## src/verilog/eiv_pkg.sv

```systemverilog
/*
 * Shared constants and types for the external interrupt and vector unit.
 * Register offsets, field positions, reset values, sense encodings and
 * vector word addresses live here.
 * Assumes an AXI4-Lite master with 32-bit data, one clock and an active-low
 * asynchronous reset.
 */
// Summary of operation
// RL1: Reset entry at word zero, vectors to eighteen.
// RL2: Pin zero one, change two, pin one thirteen.
// RL3: Second timer words three-five, first overflow six.
// RL4: Serial start word seven, overflow word eight.
// RL5: Memory nine, comparator ten, converter eleven, watchdog twelve.
// RL6: Words fourteen to eighteen for remaining timer sources.
// RL7: Vector fetched only when its source is taken.
// RL8: Pin activity interrupts even when pins drive outputs.
// RL9: Any unmasked pin change toggle raises request.
// RL10: Pin change detection needs no I/O clock; this model detects it through the clocked synchroniser.
// RL11: External pins sense falling, rising or low level.
// RL12: Level mode requests while pin zero stays low.
// RL13: Edge detection uses the I/O clock.
// RL14: Low level on pin zero detected without clock; this model detects it through the clocked synchroniser.
// RL15: Wake source must hold level through start-up.
// RL16: Sense codes: low, change, falling, rising.
// RL17: Pulses longer than one clock are recognised.
// RL18: Edge flag set, cleared by vector or one.
// RL19: Take only with global and individual enable.
// RL20: Lowest pending vector number is served first.
// RL21: Pins synchronised before edge comparison.
package eiv_pkg;

  // Register byte offsets on the AXI4-Lite bus.
  localparam logic [7:0] ADDR_CONTROL = 8'h00;
  localparam logic [7:0] ADDR_MASK = 8'h04;
  localparam logic [7:0] ADDR_FLAGS = 8'h08;
  localparam logic [7:0] ADDR_PCMASK = 8'h0C;
  localparam logic [7:0] ADDR_VECTOR = 8'h10;
  localparam logic [7:0] ADDR_PENDING = 8'h14;

  // Field positions within the control register.
  localparam int SENSE_LO_BIT = 0;
  localparam int SENSE_HI_BIT = 1;
  localparam int GLOBAL_EN_BIT = 7;

  // Field positions within the mask and flag registers.
  localparam int MASK_PIN_ONE_BIT = 7;
  localparam int MASK_PIN_ZERO_BIT = 6;
  localparam int MASK_PC_HI_BIT = 5;
  localparam int MASK_PC_LO_BIT = 4;
  localparam int FLAG_PIN_ONE_BIT = 7;
  localparam int FLAG_PIN_ZERO_BIT = 6;
  localparam int FLAG_PC_BIT = 5;

  // Reset value of the sixteen pin change mask bits.
  localparam logic [15:0] PCMASK_RESET = 16'hFFC8;
  // Pin change inputs 11..8 are gated by the low group enable.
  localparam logic [15:0] PC_LO_GROUP = 16'h0F00;

  // Sense control encodings.
  localparam logic [1:0] SENSE_LOW = 2'h0;
  localparam logic [1:0] SENSE_ANY = 2'h1;
  localparam logic [1:0] SENSE_FALL = 2'h2;
  localparam logic [1:0] SENSE_RISE = 2'h3;

  // Number of vectors including reset, and their word addresses.
  localparam int NUM_VEC = 19;
  localparam logic [4:0] VEC_RESET = 5'h00;
  localparam logic [4:0] VEC_PIN_ZERO = 5'h01;
  localparam logic [4:0] VEC_PIN_CHANGE = 5'h02;
  localparam logic [4:0] VEC_TIMER_B_COMPARE_A = 5'h03;
  localparam logic [4:0] VEC_TIMER_B_COMPARE_B = 5'h04;
  localparam logic [4:0] VEC_TIMER_B_OVERFLOW = 5'h05;
  localparam logic [4:0] VEC_TIMER_A_OVERFLOW = 5'h06;
  localparam logic [4:0] VEC_SERIAL_START = 5'h07;
  localparam logic [4:0] VEC_SERIAL_OVERFLOW = 5'h08;
  localparam logic [4:0] VEC_NVM_READY = 5'h09;
  localparam logic [4:0] VEC_COMPARATOR = 5'h0A;
  localparam logic [4:0] VEC_CONVERTER = 5'h0B;
  localparam logic [4:0] VEC_WATCHDOG = 5'h0C;
  localparam logic [4:0] VEC_PIN_ONE = 5'h0D;
  localparam logic [4:0] VEC_TIMER_A_COMPARE_A = 5'h0E;
  localparam logic [4:0] VEC_TIMER_A_COMPARE_B = 5'h0F;
  localparam logic [4:0] VEC_TIMER_CAPTURE = 5'h10;
  localparam logic [4:0] VEC_TIMER_B_COMPARE_D = 5'h11;
  localparam logic [4:0] VEC_FAULT = 5'h12;

  // AXI write and read responses.
  localparam logic [1:0] RESP_OKAY = 2'h0;
  localparam logic [1:0] RESP_SLVERR = 2'h2;

  // Request from the core: acknowledge of a taken vector.
  typedef struct packed {
    logic ack;
    logic [4:0] vector;
  } eiv_ack_type;

  // Request to the core: pending flag and its vector word.
  typedef struct packed {
    logic req;
    logic [4:0] vector;
  } eiv_req_type;

endpackage : eiv_pkg

```

## src/verilog/eiv_sync.sv

```systemverilog
/*
 * Two flip-flop synchroniser for a bus of asynchronous pin levels.
 * Assumes the inputs come from pins outside the clock domain.
 */
module eiv_sync #(
  parameter int WIDTH = 1
) (
  input wire logic i_clk,
  input wire logic i_nrst,
  input wire logic [WIDTH-1:0] i_async,
  output logic [WIDTH-1:0] o_sync
);

  // First stage, read only by the second stage.
  logic [WIDTH-1:0] meta;

  // Both stages reset to zero, so an idle-high pin shows a rise once real samples arrive.
  always_ff @(posedge i_clk or negedge i_nrst) begin
    if (!i_nrst) begin
      meta <= '0;
      o_sync <= '0;
    end else begin
      meta <= i_async;
      o_sync <= meta;
    end
  end

endmodule : eiv_sync

```

## src/verilog/eiv_top.sv

```systemverilog
/*
 * External interrupt detection and vector selection unit.
 * Senses two dedicated request pins and sixteen pin change inputs, holds
 * the sense, enable and mask settings in AXI4-Lite registers, and presents
 * the lowest pending vector word to the processor core.
 * Assumes the core acknowledges a vector with a one-cycle pulse naming the
 * vector it fetched, and that sources outside this unit arrive as levels
 * already synchronous to i_clk.
 */
module eiv_top (
  input wire logic i_clk,
  input wire logic i_nrst,
  // AXI4-Lite slave.
  input wire logic [7:0] i_awaddr,
  input wire logic i_awvalid,
  output logic o_awready,
  input wire logic [31:0] i_wdata,
  input wire logic [3:0] i_wstrb,
  input wire logic i_wvalid,
  output logic o_wready,
  output logic [1:0] o_bresp,
  output logic o_bvalid,
  input wire logic i_bready,
  input wire logic [7:0] i_araddr,
  input wire logic i_arvalid,
  output logic o_arready,
  output logic [31:0] o_rdata,
  output logic [1:0] o_rresp,
  output logic o_rvalid,
  input wire logic i_rready,
  // Pins, sampled whether they are inputs or driven outputs.
  input wire logic i_ext_irq_pin_zero,
  input wire logic i_ext_irq_pin_one,
  input wire logic [15:0] i_pin_change_inputs,
  // Requests of other on-chip sources, indexed by vector number.
  input wire logic [eiv_pkg::NUM_VEC-1:0] i_periph_req,
  // Core side.
  input wire eiv_pkg::eiv_ack_type i_core_ack,
  output eiv_pkg::eiv_req_type o_core_req,
  output logic o_wake
);

  // Synchronised pin levels and their previous samples.
  logic [17:0] pin_sync;
  logic [17:0] pin_prev;
  // Software settings.
  logic [1:0] sense_control;
  logic global_en;
  logic [7:0] general_irq_mask;
  logic [15:0] pin_change_mask;
  // Sticky flags.
  logic ext_irq_flag_zero;
  logic ext_irq_flag_one;
  logic pin_change_flag;
  // Bus state.
  logic aw_held;
  logic w_held;
  logic [7:0] aw_addr;
  logic [31:0] w_data;
  logic [3:0] w_strb;

  // Pins pass two flip-flops before any comparison. // see RL21
  // Order: pin one, pin zero, change inputs.
  eiv_sync #(
    .WIDTH(18)
  ) u_sync (
    .i_clk(i_clk),
    .i_nrst(i_nrst),
    .i_async({i_ext_irq_pin_one, i_ext_irq_pin_zero, i_pin_change_inputs}),
    .o_sync(pin_sync)
  );

  // Remember the previous sample for edge comparison.
  // Stages reset low; level mode at reset
  // ignores the rise of an idle-high pin.
  always_ff @(posedge i_clk or negedge i_nrst) begin
    if (!i_nrst) begin
      pin_prev <= '0;
    end else begin
      pin_prev <= pin_sync;
    end
  end

  // Decoded pin events; one clock sample catches longer pulses. // see RL17
  wire [15:0] pc_now = pin_sync[15:0];
  wire [15:0] pc_toggle = pc_now ^ pin_prev[15:0];
  // Inputs 11..8 form the low group.
  wire [15:0] pc_group_en = (eiv_pkg::PC_LO_GROUP &
    {16{general_irq_mask[eiv_pkg::MASK_PC_LO_BIT]}}) |
    (~eiv_pkg::PC_LO_GROUP & {16{general_irq_mask[eiv_pkg::MASK_PC_HI_BIT]}});
  // Only unmasked inputs in an enabled group contribute. // see RL9
  wire pc_event = |(pc_toggle & pin_change_mask & pc_group_en);

  wire p0_now = pin_sync[16];
  wire p0_old = pin_prev[16];
  wire p1_now = pin_sync[17];
  wire p1_old = pin_prev[17];

  // One sense select serves both pins, shared code for both pins. // see RL11 RL16
  wire level_mode = (sense_control == eiv_pkg::SENSE_LOW);
  wire p0_edge = (sense_control == eiv_pkg::SENSE_ANY) ? (p0_now ^ p0_old) :
    (sense_control == eiv_pkg::SENSE_FALL) ? (p0_old & ~p0_now) :
    (sense_control == eiv_pkg::SENSE_RISE) ? (~p0_old & p0_now) : 1'b0;
  wire p1_edge = (sense_control == eiv_pkg::SENSE_ANY) ? (p1_now ^ p1_old) :
    (sense_control == eiv_pkg::SENSE_FALL) ? (p1_old & ~p1_now) :
    (sense_control == eiv_pkg::SENSE_RISE) ? (~p1_old & p1_now) : 1'b0;

  // Level requests follow the synced pin low, with no flag,
  // so a write of one cannot clear them. // see RL12
  wire p0_level = level_mode & ~p0_now;
  wire p1_level = level_mode & ~p1_now;

  // Bus handshake decode.
  // A write runs once both halves are held.
  wire aw_take = i_awvalid & o_awready;
  wire w_take = i_wvalid & o_wready;
  wire wr_go = aw_held & w_held & ~o_bvalid;
  wire rd_take = i_arvalid & o_arready;
  wire [31:0] wmask = {{8{w_strb[3]}}, {8{w_strb[2]}}, {8{w_strb[1]}},
    {8{w_strb[0]}}};
  wire [31:0] wbits = w_data & wmask;
  wire wr_ctrl = wr_go & (aw_addr == eiv_pkg::ADDR_CONTROL);
  wire wr_mask = wr_go & (aw_addr == eiv_pkg::ADDR_MASK);
  wire wr_flags = wr_go & (aw_addr == eiv_pkg::ADDR_FLAGS);
  wire wr_pcmask = wr_go & (aw_addr == eiv_pkg::ADDR_PCMASK);
  wire wr_known = wr_ctrl | wr_mask | wr_flags | wr_pcmask |
    (aw_addr == eiv_pkg::ADDR_VECTOR) | (aw_addr == eiv_pkg::ADDR_PENDING);

  // Vector acknowledge from the core clears the matching flag. // see RL18
  // Only the flag of the named vector clears.
  wire ack_p0 = i_core_ack.ack &
    (i_core_ack.vector == eiv_pkg::VEC_PIN_ZERO);
  wire ack_p1 = i_core_ack.ack & (i_core_ack.vector == eiv_pkg::VEC_PIN_ONE);
  wire ack_pc = i_core_ack.ack &
    (i_core_ack.vector == eiv_pkg::VEC_PIN_CHANGE);

  // Write-one-to-clear requests from software.
  wire clr_p0 = wr_flags & wbits[eiv_pkg::FLAG_PIN_ZERO_BIT];
  wire clr_p1 = wr_flags & wbits[eiv_pkg::FLAG_PIN_ONE_BIT];
  wire clr_pc = wr_flags & wbits[eiv_pkg::FLAG_PC_BIT];

  // Next flag values: set wins over clear; level mode keeps both pin flags clear.
  // An event in a clear's cycle keeps the flag,
  // so that event is never lost.
  wire next_flag_zero = ~level_mode &
    (p0_edge | (ext_irq_flag_zero & ~clr_p0 & ~ack_p0)); // see RL18
  wire next_flag_one = ~level_mode &
    (p1_edge | (ext_irq_flag_one & ~clr_p1 & ~ack_p1)); // see RL18
  wire next_pc_flag = pc_event | (pin_change_flag & ~clr_pc & ~ack_pc);

  // Flag registers; events on pins driven as outputs count too. // see RL8
  // Software may drive its own output pin
  // to raise a request.
  always_ff @(posedge i_clk or negedge i_nrst) begin
    if (!i_nrst) begin
      ext_irq_flag_zero <= 1'b0;
      ext_irq_flag_one <= 1'b0;
      pin_change_flag <= 1'b0;
    end else begin
      ext_irq_flag_zero <= next_flag_zero; // see RL13
      ext_irq_flag_one <= next_flag_one;
      pin_change_flag <= next_pc_flag;
    end
  end

  // Per-source pending vector, indexed by vector number.
  logic [eiv_pkg::NUM_VEC-1:0] pend;
  wire src_p0 = general_irq_mask[eiv_pkg::MASK_PIN_ZERO_BIT] &
    (ext_irq_flag_zero | p0_level);
  wire src_p1 = general_irq_mask[eiv_pkg::MASK_PIN_ONE_BIT] &
    (ext_irq_flag_one | p1_level);
  wire src_pc = pin_change_flag;

  // Assemble pending sources; reset entry is never an interrupt. // see RL1
  // Pin sources use words one, two, thirteen.
  genvar gv;
  generate
    for (gv = 0; gv < eiv_pkg::NUM_VEC; gv++) begin : g_pend
      if (gv == int'(eiv_pkg::VEC_RESET)) begin : g_rst
        assign pend[gv] = 1'b0;
      end else if (gv == int'(eiv_pkg::VEC_PIN_ZERO)) begin : g_p0
        assign pend[gv] = src_p0; // see RL2
      end else if (gv == int'(eiv_pkg::VEC_PIN_CHANGE)) begin : g_pc
        assign pend[gv] = src_pc; // see RL2
      end else if (gv == int'(eiv_pkg::VEC_PIN_ONE)) begin : g_p1
        assign pend[gv] = src_p1; // see RL2
      end else begin : g_per
        // Peripheral sources sit at their fixed words. // see RL3 RL4 RL5 RL6
        assign pend[gv] = i_periph_req[gv];
      end
    end
  endgenerate

  // Lowest pending number wins; others stay pending. // see RL20
  // The downward scan leaves the lowest bit;
  // word zero is never requested.
  logic [4:0] next_vec;
  logic next_any;
  always_comb begin
    next_vec = eiv_pkg::VEC_RESET;
    next_any = 1'b0;
    for (int k = eiv_pkg::NUM_VEC - 1; k > 0; k--) begin
      if (pend[k]) begin
        next_vec = 5'(k);
        next_any = 1'b1;
      end
    end
  end

  // Request goes out only with global enable set. // see RL19 RL7
  // It drops a cycle after each acknowledge so
  // the cleared flag can leave the vector.
  always_ff @(posedge i_clk or negedge i_nrst) begin
    if (!i_nrst) begin
      o_core_req <= '0;
    end else begin
      o_core_req.req <= next_any & global_en & ~i_core_ack.ack;
      o_core_req.vector <= next_vec;
    end
  end

  // Registered stand-in for the clockless wake path: silicon would
  // use the raw pins, here they pass the synchroniser first, so wake
  // needs the clock in this model. // see RL10 RL14
  // Unmasked pin change toggles.
  wire wake_pc = |(pc_toggle & pin_change_mask);
  // Pin zero held low while level sensing is enabled.
  wire wake_level = level_mode &
    general_irq_mask[eiv_pkg::MASK_PIN_ZERO_BIT] & ~p0_now;
  wire wake_raw = wake_pc | wake_level | next_any;
  always_ff @(posedge i_clk or negedge i_nrst) begin
    if (!i_nrst) begin
      o_wake <= 1'b0;
    end else begin
      o_wake <= wake_raw;
    end
  end

  // Settings registers, written through the byte strobes.
  // Fields sit in the low byte; the pin change mask spans the low two bytes.
  always_ff @(posedge i_clk or negedge i_nrst) begin
    if (!i_nrst) begin
      sense_control <= eiv_pkg::SENSE_LOW;
      global_en <= 1'b0;
      general_irq_mask <= 8'h00;
      pin_change_mask <= eiv_pkg::PCMASK_RESET;
    end else begin
      if (wr_ctrl & w_strb[0]) begin
        sense_control <= {w_data[eiv_pkg::SENSE_HI_BIT],
          w_data[eiv_pkg::SENSE_LO_BIT]};
        global_en <= w_data[eiv_pkg::GLOBAL_EN_BIT];
      end
      if (wr_mask & w_strb[0]) begin
        // Low four bits are reserved and stay zero.
        general_irq_mask <= {w_data[7:4], 4'h0};
      end
      if (wr_pcmask) begin
        pin_change_mask <= (pin_change_mask & ~wmask[15:0]) | wbits[15:0];
      end
    end
  end

  // Write channel: hold address and data until both have arrived.
  // Readies stay low until the answer is taken,
  // so writes never overtake.
  always_ff @(posedge i_clk or negedge i_nrst) begin
    if (!i_nrst) begin
      aw_held <= 1'b0;
      w_held <= 1'b0;
      aw_addr <= 8'h00;
      w_data <= 32'h0000_0000;
      w_strb <= 4'h0;
      o_awready <= 1'b1;
      o_wready <= 1'b1;
      o_bvalid <= 1'b0;
      o_bresp <= eiv_pkg::RESP_OKAY;
    end else begin
      if (aw_take) begin
        aw_held <= 1'b1;
        aw_addr <= {i_awaddr[7:2], 2'h0};
        o_awready <= 1'b0;
      end
      if (w_take) begin
        w_held <= 1'b1;
        w_data <= i_wdata;
        w_strb <= i_wstrb;
        o_wready <= 1'b0;
      end
      if (wr_go) begin
        // Unmapped offsets answer with a slave error.
        o_bvalid <= 1'b1;
        o_bresp <= wr_known ? eiv_pkg::RESP_OKAY : eiv_pkg::RESP_SLVERR;
        aw_held <= 1'b0;
        w_held <= 1'b0;
      end
      if (o_bvalid & i_bready) begin
        o_bvalid <= 1'b0;
        o_awready <= 1'b1;
        o_wready <= 1'b1;
      end
    end
  end

  // Read mux over the register map.
  // Reserved bits read as zero.
  wire [7:0] flags_rd = {ext_irq_flag_one, ext_irq_flag_zero,
    pin_change_flag, 5'h00};
  wire [7:0] ra = {i_araddr[7:2], 2'h0};
  wire ra_known = (ra == eiv_pkg::ADDR_CONTROL) |
    (ra == eiv_pkg::ADDR_MASK) | (ra == eiv_pkg::ADDR_FLAGS) |
    (ra == eiv_pkg::ADDR_PCMASK) | (ra == eiv_pkg::ADDR_VECTOR) |
    (ra == eiv_pkg::ADDR_PENDING);
  wire [31:0] rd_mux =
    (ra == eiv_pkg::ADDR_CONTROL) ?
      {24'h000000, global_en, 5'h00, sense_control} :
    (ra == eiv_pkg::ADDR_MASK) ? {24'h000000, general_irq_mask} :
    (ra == eiv_pkg::ADDR_FLAGS) ? {24'h000000, flags_rd} :
    (ra == eiv_pkg::ADDR_PCMASK) ? {16'h0000, pin_change_mask} :
    (ra == eiv_pkg::ADDR_VECTOR) ?
      {26'h0000000, o_core_req.req, o_core_req.vector} :
    (ra == eiv_pkg::ADDR_PENDING) ? {13'h0000, pend} : 32'h0000_0000;

  // Read channel: one read at a time, answered the cycle after address.
  // Data are latched at the take edge.
  always_ff @(posedge i_clk or negedge i_nrst) begin
    if (!i_nrst) begin
      o_arready <= 1'b1;
      o_rvalid <= 1'b0;
      o_rdata <= 32'h0000_0000;
      o_rresp <= eiv_pkg::RESP_OKAY;
    end else begin
      if (rd_take) begin
        o_arready <= 1'b0;
        o_rvalid <= 1'b1;
        o_rdata <= rd_mux;
        o_rresp <= ra_known ? eiv_pkg::RESP_OKAY : eiv_pkg::RESP_SLVERR;
      end else if (o_rvalid & i_rready) begin
        o_rvalid <= 1'b0;
        o_arready <= 1'b1;
      end
    end
  end

endmodule : eiv_top

```

## config.mk

```make
export PLATFORM = sky130hd
export DESIGN_NAME = eiv_top
export DESIGN_NICKNAME = d
export VERILOG_FILES = /design/src/verilog/eiv_pkg.sv /design/src/verilog/eiv_sync.sv /design/src/verilog/eiv_top.sv
export SDC_FILE = /design/constraint.sdc
export NUM_CORES = 1
export LEC_CHECK = 0
export BUFFER_PORTS_ARGS = -buffer_cell sky130_fd_sc_hd__clkbuf_2
export CAP_MARGIN = 25
export CORE_UTILIZATION = 55
export DETAILED_ROUTE_END_ITERATION = 7
export PLACE_DENSITY = 0.92
export REMOVE_ABC_BUFFERS = 1
export SETUP_SLACK_MARGIN = 0.3
export SYNTH_ARGS = -nofsm -noshare
export SYNTH_HDL_FRONTEND = slang
export SYNTH_SLANG_ARGS = --single-unit
```

## constraint.sdc

```tcl
create_clock -name i_clk -period 5.3 [get_ports i_clk]
set_input_delay 1.06 -clock i_clk [delete_from_list [all_inputs] [get_ports i_clk]]
set_output_delay 1.06 -clock i_clk [all_outputs]
set_load 0.02 [all_outputs]
```

==> flow_summary.yaml, run 1 <==
cells_and_area:
  final_nets: 667
  syn_to_final_growth_pct: 21.1
  finalInstanceArea_um2: 6770
  diodes: 0
  fin_cells: 707
  drive_gt1_frac: 0.362
  final_util: 0.689
setup_path:
  cp_max_fo: 13
  worstPathArrival_ns: 3.09
  worstPathRequired_ns: 5.75
  cp-end-kind: "register"
  critPathKind: "in -> reg"
  critPathLaunchType: "primary input"
  r2r-start: "aw_addr[5]$_DFFE_PN0P_"
  crit_start: "i_araddr[4]"
die:
  rows: 36
  start_util: 0.569
  die_y_um: 103
  core_um2: 9820
  die_area_um2: 10600
  ioPinCount: 150
  die_w_um: 103
logic_synthesis:
  synth_top_family_by_area: "compound AO/OA/AOI/OAI gates"
  async_flop_share: 1.00
  synth-simple-area-share: 0.0878
  synth-edff-count: 0
  synth.avg_cell_area_um2: 12.5
  synthMuxAreaShare: 0.103
  synth_compound_area_frac: 0.105
  synth_top_flop_cell: "dfrtp_1"
  synth_cell_types: 51
  synth_area_um2: 5590
  ys_seq_area_frac: 0.626
  yosys_warnings: 0
  synth_xor_area_frac: 0.0251
  synth_fa_ha_area_frac: 0.00896
  syn_inst: 446
  ys_ff_latch: 139
placement:
  placed_area_um2: 6190
  dp.cells: 675
  pre_cts_slack_ns: 2.19
  gp_congestion: 0.852
  portBuffers: 108
  dp_hpwl_um: 8720
timing:
  tns_ns: 0
  finClkSkew_ns: 0.00594
  setup_ws_ns: 2.66
  slew-limit-headroom: 0.370
  finalSetupViolCount: 0
  hold_viol: 0
  worstMarginPinSlew_ns: 0.943
  fmax_mhz: 379
  slew_viol_final: 0
  period_needed_ns: 2.64
  period_share: 0.498
  rsz0062_at_grt: "false"
detailed_routing:
  first_pass_iters: 4
  wl_per_cell_um: 17.6
  viasPerCell: 5.47
  ant_nets: 0
  drtIter0Drc: 240
  drt-total-wl_um: 12400
  vias: 3870
  drcViolationCount: 0
cts:
  cts_root_buf: "clkbuf_8"
  htree_levels: 4
  cts_tree: "built"
  path_clk_slew_ns: 0.06
  insertion_delay_ns: 0.53
  cts_buffers: 17
  post_cts_resize_count: 0
  cts_sinks: 139
  clk_path_buf_depth: 2
  post_cts_buffers: 0
  holdBufCountCts: 0
outcome:
  status: "finished, final reports clean"
min_path:
  min-delay-start: "u_sync.meta[15]$_DFF_PN0_"
  hp-class: "reg -> reg"
power:
  p_per_area_nw_per_um2: 460
  peakVddDrop_mv: 0.343
  leakagePower_nw: 3.21
global_routing:
  grtUsageTotal: 0.257
  antenna_found_initial: 0
  grt_pass1_vias: 3925
  grt_use_met1: 0.323
  busiest_layer: "met2"
  grtUsageMet2: 0.422
  grt_first_pass_wirelength_um: 19600
  overflow: 0
  met3_usage: 0.0746
  grt_max_degree: 88
job:
  maxCapViolations: 0
## through the flow
| step | hold slack [ns] | total power, mW |
|---|---|---|
| 2_1_floorplan | 0.331 | 1.76 |
| 3_3_place_gp | 0.334 | 1.95 |
| 3_5_place_dp | 0.336 | 1.99 |
| 4_1_cts | 0.346 | 3.13 |
| 5_1_grt | 0.350 | 3.25 |
| 6_report | 0.343 | 3.11 |
## area by class of cell
| cell class | count | area, um2 |
|---|---|---|
| flip-flops and latches | 139 | 3500 |
| well taps | 133 | 166 |
| clock buffers | 18 | 428 |
| clock inverters | 14 | 149 |
| inverters | 18 | 67.6 |
| multi-input cells | 275 | 1900 |
| repair buffers | 110 | 562 |
| fillers | 732 | 3050 |
## metal layers
layer / part of all wire / vias to the layer above
met5: 0 / -
met3: 0.072 / 14
met2: 0.48 / 180
met1: 0.43 / 1898
met4: 0.014 / 0
li1: - / 1778
## cell usage after synthesis, types with 4 or more instances
master / instances / area, um2
dfrtp_1: 125 / 3130
mux2_2: 43 / 484
nand2_1: 40 / 150
o21ai_0: 30 / 150
a21oi_1: 19 / 95.1
inv_1: 18 / 67.6
a22oi_1: 17 / 128
xor2_1: 16 / 140
buf_4: 15 / 113
dfstp_2: 14 / 368
nor2_1: 13 / 48.8
clkbuf_1: 10 / 37.5
nor3_1: 8 / 40.0
nand2b_1: 6 / 37.5
nor4_1: 5 / 31.3
ha_1: 4 / 50.1
mux2_4: 4 / 60.1
nand3_1: 4 / 20.0
o31ai_1: 4 / 30.0
## worst paths after layout
check                                                   end  slack [ns]  depth (start not counted)
worst max-delay path                 o_rdata[3]$_DFFE_PN0P_        2.66                          6
worst min-delay path            u_sync.o_sync[15]$_DFF_PN0_        0.34                          0
worst max register to register                     register        3.00                          4
worst min register to register  u_sync.o_sync[15]$_DFF_PN0_        0.34                          0
max in group asynchronous          u_sync.meta[8]$_DFF_PN0_        3.61                          2
min in group asynchronous          u_sync.meta[5]$_DFF_PN0_        0.57                          1
## placed cells by master (no fill, tap or decap), drive strengths merged, types with 5 or more instances in the layout
master  instances
nor2           13
a22oi          17
inv            18
nand2          40
mux2           47
nor3           10
o21ai          30
nand2b          6
a21oi          19
nor4            5
clkinv          8
dfrtp         125
dfstp          14
clkbuf        125
conb           15
xor2           16
## power by group
part	internal (mW)	total (mW)	switching, mW
Clock	0.681	1.12	0.444
Sequential	1.29	1.47	0.181
Combinational	0.243	0.511	0.268
Total	2.22	3.11	0.893
## cells by family (layout without fill, tap and decap cells)
logic type      after synthesis  count (layout)
xor+xnor                     16              16
compound gates               93              93
other cells                   1              15
flops                       139             139
simple gates                 97              97
fa+ha+maj                     4               4
mux                          50              50
buf+inv                      46             160
## worst max-delay path, stage by stage
cell and delay (ns):
clkbuf_2 0.19, or4_1 0.65, nor2_1 0.74, a22o_1 0.26, a21oi_1 0.04, o21ai_0 0.15
Note: power is estimated with default switching activity, not from simulation.
==> inputs of run 2 (changes only) <==
Settings changed: CORE_UTILIZATION 55 to 47, PLACE_DENSITY 0.92 to 0.84.
Clock period 5.3 ns to 2.3 ns, I/O delays scaled along.
==> flow_summary.yaml, run 2 (synthesis results as in run 1) <==
outcome:
  status: "complete, but fails checks"
  violations: "DRC"
placement:
  gp_congestion: 0.906
  portBuffers: 108
  dp_hpwl_um: 8890
  pre_cts_slack_ns: 0.207
die:
  die_y_um: 111
  core_um2: 11500
  die_w_um: 111
  ioPinCount: 150
  die_area_um2: 12300
  start_util: 0.485
  rows: 39
detailed_routing:
  drtIter0Drc: 242
  ant_nets: 0
  drcViolationCount: 27
  vias: 3940
  drt-total-wl_um: 12300
  wl_per_cell_um: 16.8
  first_pass_iters: 7
  viasPerCell: 5.38
setup_path:
  r2r-end: "general_irq_mask[4]$_DFFE_PN0P_"
  worstPathArrival_ns: 2.27
  worstPathRequired_ns: 2.60
  crit_path_top_delay_cell: "or4_4"
  crit_start: "aw_addr[5]$_DFFE_PN0P_"
  r2r_cells: 4
  cp_cell_sequence: "or3_4 -> or2_4 -> or4_4 -> mux2_4"
  crit_end: "general_irq_mask[4]$_DFFE_PN0P_"
  r2r-start: "aw_addr[5]$_DFFE_PN0P_"
  cp-end-kind: "register"
  critPathKind: "reg -> reg"
  cp_max_fo: 5
  rrSetupSlack_ns: 0.33
  critical-path-max-stage-delay_ns: 0.49
  critPathLaunchType: "register"
cts:
  cts_tree: "built"
  cts_root_buf: "clkbuf_16"
  path_clk_slew_ns: 0.06
  htree_levels: 4
  insertion_delay_ns: 0.42
  clk_path_buf_depth: 2
  cts_sinks: 139
  cts_buffers: 17
job:
  maxCapViolations: 0
global_routing:
  grt_first_pass_wirelength_um: 20400
  grt_pass1_vias: 3898
  overflow: 0
  grt_max_degree: 67
  antenna_found_initial: 0
  grtUsageTotal: 0.218
min_path:
  hp-class: "in -> async"
cells_and_area:
  drive_gt1_frac: 0.386
  mostFrequentLayoutCells: "dfrtp_1 (124), clkbuf_2 (107), mux2_2 (43)"
  multi_input_area_um2: 1910
  layout_commonest_cell: "dfrtp_1"
  syn_to_final_growth_pct: 24.9
  final_nets: 683
  diodes: 0
  fill_cells: 873
  seq_area_um2: 3500
timing:
  worstMarginPinSlew_ns: 0.612
  period_share: 0.856
  fmax_mhz: 508
  period_needed_ns: 1.97
  tns_ns: 0
  setup_ws_ns: 0.332
  finalSetupViolCount: 0
  finClkSkew_ns: 0.00775
  hold_viol: 0
  slew-limit-headroom: 0.592
  rsz0062_at_grt: "true"
  slew_viol_final: 0
power:
  power.total_mw: 7.40
  p_per_area_nw_per_um2: 1060
  peakVddDrop_mv: 0.465
  leakagePower_nw: 3.31
run 2: through the flow:
step | utilization | instance area (um2) | hold slack (ns) | cells
finish | 0.606 | 6980 | 0.0310 | 733
global route | 0.606 | 6980 | 0.0704 | 733
CTS | 0.604 | 6950 | 0.0483 | 731
detailed placement | 0.550 | 6330 | 0.335 | 699
global placement | 0.550 | 6330 | 0.335 | 699
floorplan | - | 5460 | 0.164 | 432
run 2: cell type report:
class / count / area share
sequential: 139 / 0.501
clock inverter: 15 / 0.0274
clock buffer: 17 / 0.0610
tap: 143 / 0.0256
timing repair buffer: 126 / 0.101
multi-input combinational: 275 / 0.274
inverter: 18 / 0.00968
run 2: worst min path at each step:
stage	from	end	slack [ns]	depth (start not counted)
2_1_floorplan	i_nrst	asynchronous set/reset pin	0.16	0
3_3_place_gp	u_sync.meta[8]$_DFF_PN0_	u_sync.o_sync[8]$_DFF_PN0_	0.34	0
3_5_place_dp	u_sync.meta[1]$_DFF_PN0_	u_sync.o_sync[1]$_DFF_PN0_	0.33	0
4_1_cts	i_nrst	w_data[15]$_DFFE_PN0P_	0.05	1
5_1_grt	i_nrst	u_sync.meta[12]$_DFF_PN0_	0.07	1
6_report	i_nrst	w_data[15]$_DFFE_PN0P_	0.03	1
run 2: worst max-delay path, delay by kind of cell, from the launching register on:
| family | cells | cell delay (ns) |
|---|---|---|
| simple gates | 3 | 1.14 |
| flops | 1 | 0.38 |
| mux | 1 | 0.32 |
run 2: where the power goes:
| group | leakage (nW) | internal (mW) | switching [mW] |
|---|---|---|---|
| Combinational | 1.34 | 0.602 | 0.624 |
| Sequential | 1.69 | 2.98 | 0.407 |
| Clock | 0.285 | 1.72 | 1.07 |
| Total | 3.31 | 5.30 | 2.10 |
run 2: what timing repair did:
item / CTS / global route
setup endpoints to repair: 7 / 9
endpoints found under the hold margin: 0 / 0
setup buffers: 0 / 2
pin swaps: 1 / 0
resized for setup: 1 / 3
hold buffers: 0 / 0
run 2: routing by layer:
layer  GRT usage  part of all wire  vias to the layer above
met1       0.291              0.44                     1934
met3      0.0563             0.061                       18
li1            -                 -                     1813
met4      0.0928             0.013                        0
met2       0.340              0.49                      175
met5           0                 0                        -
==> inputs of run 3 (changes only) <==
Clock period 2.3 ns to 1.7 ns, I/O delays scaled along.
==> flow_summary.yaml, run 3 (synthesis results as in run 1) <==
outcome:
  status: "complete, but fails checks"
  violations: "DRC, setup timing"
cts:
  cts_tree: "built"
  htree_levels: 4
  insertion_delay_ns: 0.41
  cts_buffers: 17
  cts_root_buf: "clkbuf_16"
  clk_path_buf_depth: 2
  path_clk_slew_ns: 0.06
  cts_sinks: 139
die:
  rows: 39
  core_um2: 11500
  start_util: 0.485
  die_y_um: 111
  die_w_um: 111
  die_area_um2: 12300
  ioPinCount: 150
timing:
  rsz0062_at_grt: "true"
  hold_viol: 0
  period_share: 1.15
  worstMarginPinSlew_ns: 0.498
  period_needed_ns: 1.95
  finClkSkew_ns: 0.00493
  finalSetupViolCount: 26
  fmax_mhz: 513
  slew-limit-headroom: 0.665
  hold_ws_ns: 0.0326
  slew_viol_final: 0
  setup_ws_ns: -0.248
detailed_routing:
  vias: 4159
  route.met3.wl_um: 858
  drt-total-wl_um: 13400
  wl_per_cell_um: 17.5
  first_pass_iters: 7
  met2WireLength_um: 6480
  ant_nets: 0
  drcViolationCount: 25
  dr.max_layer_used: "met4"
  viasPerCell: 5.42
  met1_length_um: 5720
  drtIter0Drc: 256
power:
  leakagePower_nw: 3.55
  peakVddDrop_mv: 0.718
  p_per_area_nw_per_um2: 1370
setup_path:
  cp_cell_sequence: "or3_4 -> or2_4 -> or4_4 -> mux2_4"
  rrSetupSlack_ns: -0.25
  critPathTopFamily: "simple AND/OR/NAND/NOR gates"
  worstPathRequired_ns: 1.99
  critPathLaunchType: "register"
  cp_max_fo: 4
  path_buf_inv: 0
  r2r_cells: 4
  cp-end-kind: "register"
  r2r-start: "aw_addr[7]$_DFFE_PN0P_"
  worstPathArrival_ns: 2.24
  critPathKind: "reg -> reg"
  r2r-end: "general_irq_mask[6]$_DFFE_PN0P_"
  critical-path-max-stage-delay_ns: 0.48
  crit_path_top_delay_cell: "or4_4"
cells_and_area:
  multi_input_area_um2: 2080
  fill_cells: 848
  seq_area_um2: 3500
  syn_to_final_growth_pct: 33.2
  drive_gt1_frac: 0.454
  mostFrequentLayoutCells: "dfrtp_1 (125), clkbuf_2 (103), nand2_1 (40), buf_4 (40), mux2_2 (33)"
  final_nets: 718
  layout_commonest_cell: "dfrtp_1"
  finalInstanceArea_um2: 7440
  diodes: 0
placement:
  dp_hpwl_um: 9270
  portBuffers: 108
  placed_area_um2: 6520
  gp_congestion: 0.865
min_path:
  worst_hold_path.num_cells: 1
  hp-class: "in -> reg"
  hold_end: "u_sync.meta[12]$_DFF_PN0_"
  min-delay-start: "i_pin_change_inputs[12]"
job:
  maxCapViolations: 0
global_routing:
  grt_max_degree: 44
  grtUsageTotal: 0.229
  overflow: 0
  grt_pass1_vias: 4279
  grt_first_pass_wirelength_um: 21700
  antenna_found_initial: 0
-- run 3: cell count changes in the layout (fill, tap and decap cells not counted), moves of 3 or more --
cell      previous run  this run
buf_4               16        40
buf_6                1        11
mux2_2              43        33
mux2_4               4        14
o21ai_0             30        24
a21oi_1             19        15
buf_8                0         4
clkbuf_2           107       103
nor3_1               8         4
o21ai_1              0         4
a21oi_2              0         3
inv_6                3         6
-- run 3: area by class of cell --
| cell class | count | area share |
|---|---|---|
| clock buffer | 17 | 0.0572 |
| tap | 143 | 0.0240 |
| multi-input combinational | 275 | 0.280 |
| inverter | 18 | 0.00908 |
| clock inverter | 15 | 0.0188 |
| sequential | 139 | 0.470 |
| timing repair buffer | 161 | 0.141 |
-- run 3: worst max-delay path by stage --
stage | slack [ns] | depth (start not counted) | start | endpoint
3_5_place_dp | -0.30 | 4 | aw_addr[5]$_DFFE_PN0P_ | general_irq_mask[6]$_DFFE_PN0P_
2_1_floorplan | -0.27 | 4 | o_bvalid$_DFFE_PN0P_ | general_irq_mask[4]$_DFFE_PN0P_
5_1_grt | -0.28 | 4 | aw_addr[7]$_DFFE_PN0P_ | sense_control[1]$_DFFE_PN0P_
6_report | -0.25 | 4 | aw_addr[7]$_DFFE_PN0P_ | general_irq_mask[6]$_DFFE_PN0P_
4_1_cts | -0.26 | 4 | aw_addr[7]$_DFFE_PN0P_ | general_irq_mask[7]$_DFFE_PN0P_
3_3_place_gp | -0.26 | 4 | aw_addr[5]$_DFFE_PN0P_ | general_irq_mask[4]$_DFFE_PN0P_
-- run 3: worst register-to-register path: stages (launching register included) --
cell and delay, ns:
dfrtp_1 0.38, or3_4 0.39, or2_4 0.26, or4_4 0.48, mux2_4 0.33
-- run 3: power by group --
group	switching [mW]	internal [mW]	leakage (nW)
logic	1.01	1.10	1.60
registers	0.592	4.03	1.69
clock network	1.43	2.03	0.267
total	3.03	7.16	3.55
-- run 3: metrics by stage --
step | cells | utilization | power (mW) | setup TNS [ns] | worst slack, ns
6_report | 768 | 0.646 | 10.2 | -5.00 | -0.248
2_1_floorplan | 432 | - | 5.50 | -5.61 | -0.272
5_1_grt | 768 | 0.646 | 10.7 | -6.30 | -0.279
4_1_cts | 768 | 0.639 | 10.1 | -5.67 | -0.257
3_5_place_dp | 724 | 0.566 | 6.36 | -7.06 | -0.296
3_3_place_gp | 724 | 0.566 | 6.26 | -5.54 | -0.256
-- run 3: timing repair --
item,in CTS,in global routing
buffers inserted,11,0
setup endpoints to repair,38,52
pin swaps,19,10
hold buffers,1,0
resized for setup,42,25
endpoints found under the hold margin,36,0
-- run 3: layer usage --
layer	up-vias	global-route usage
met1	2039	0.298
met2	205	0.369
met3	32	0.0612
met5	-	0
met4	0	0.0883
li1	1883	-
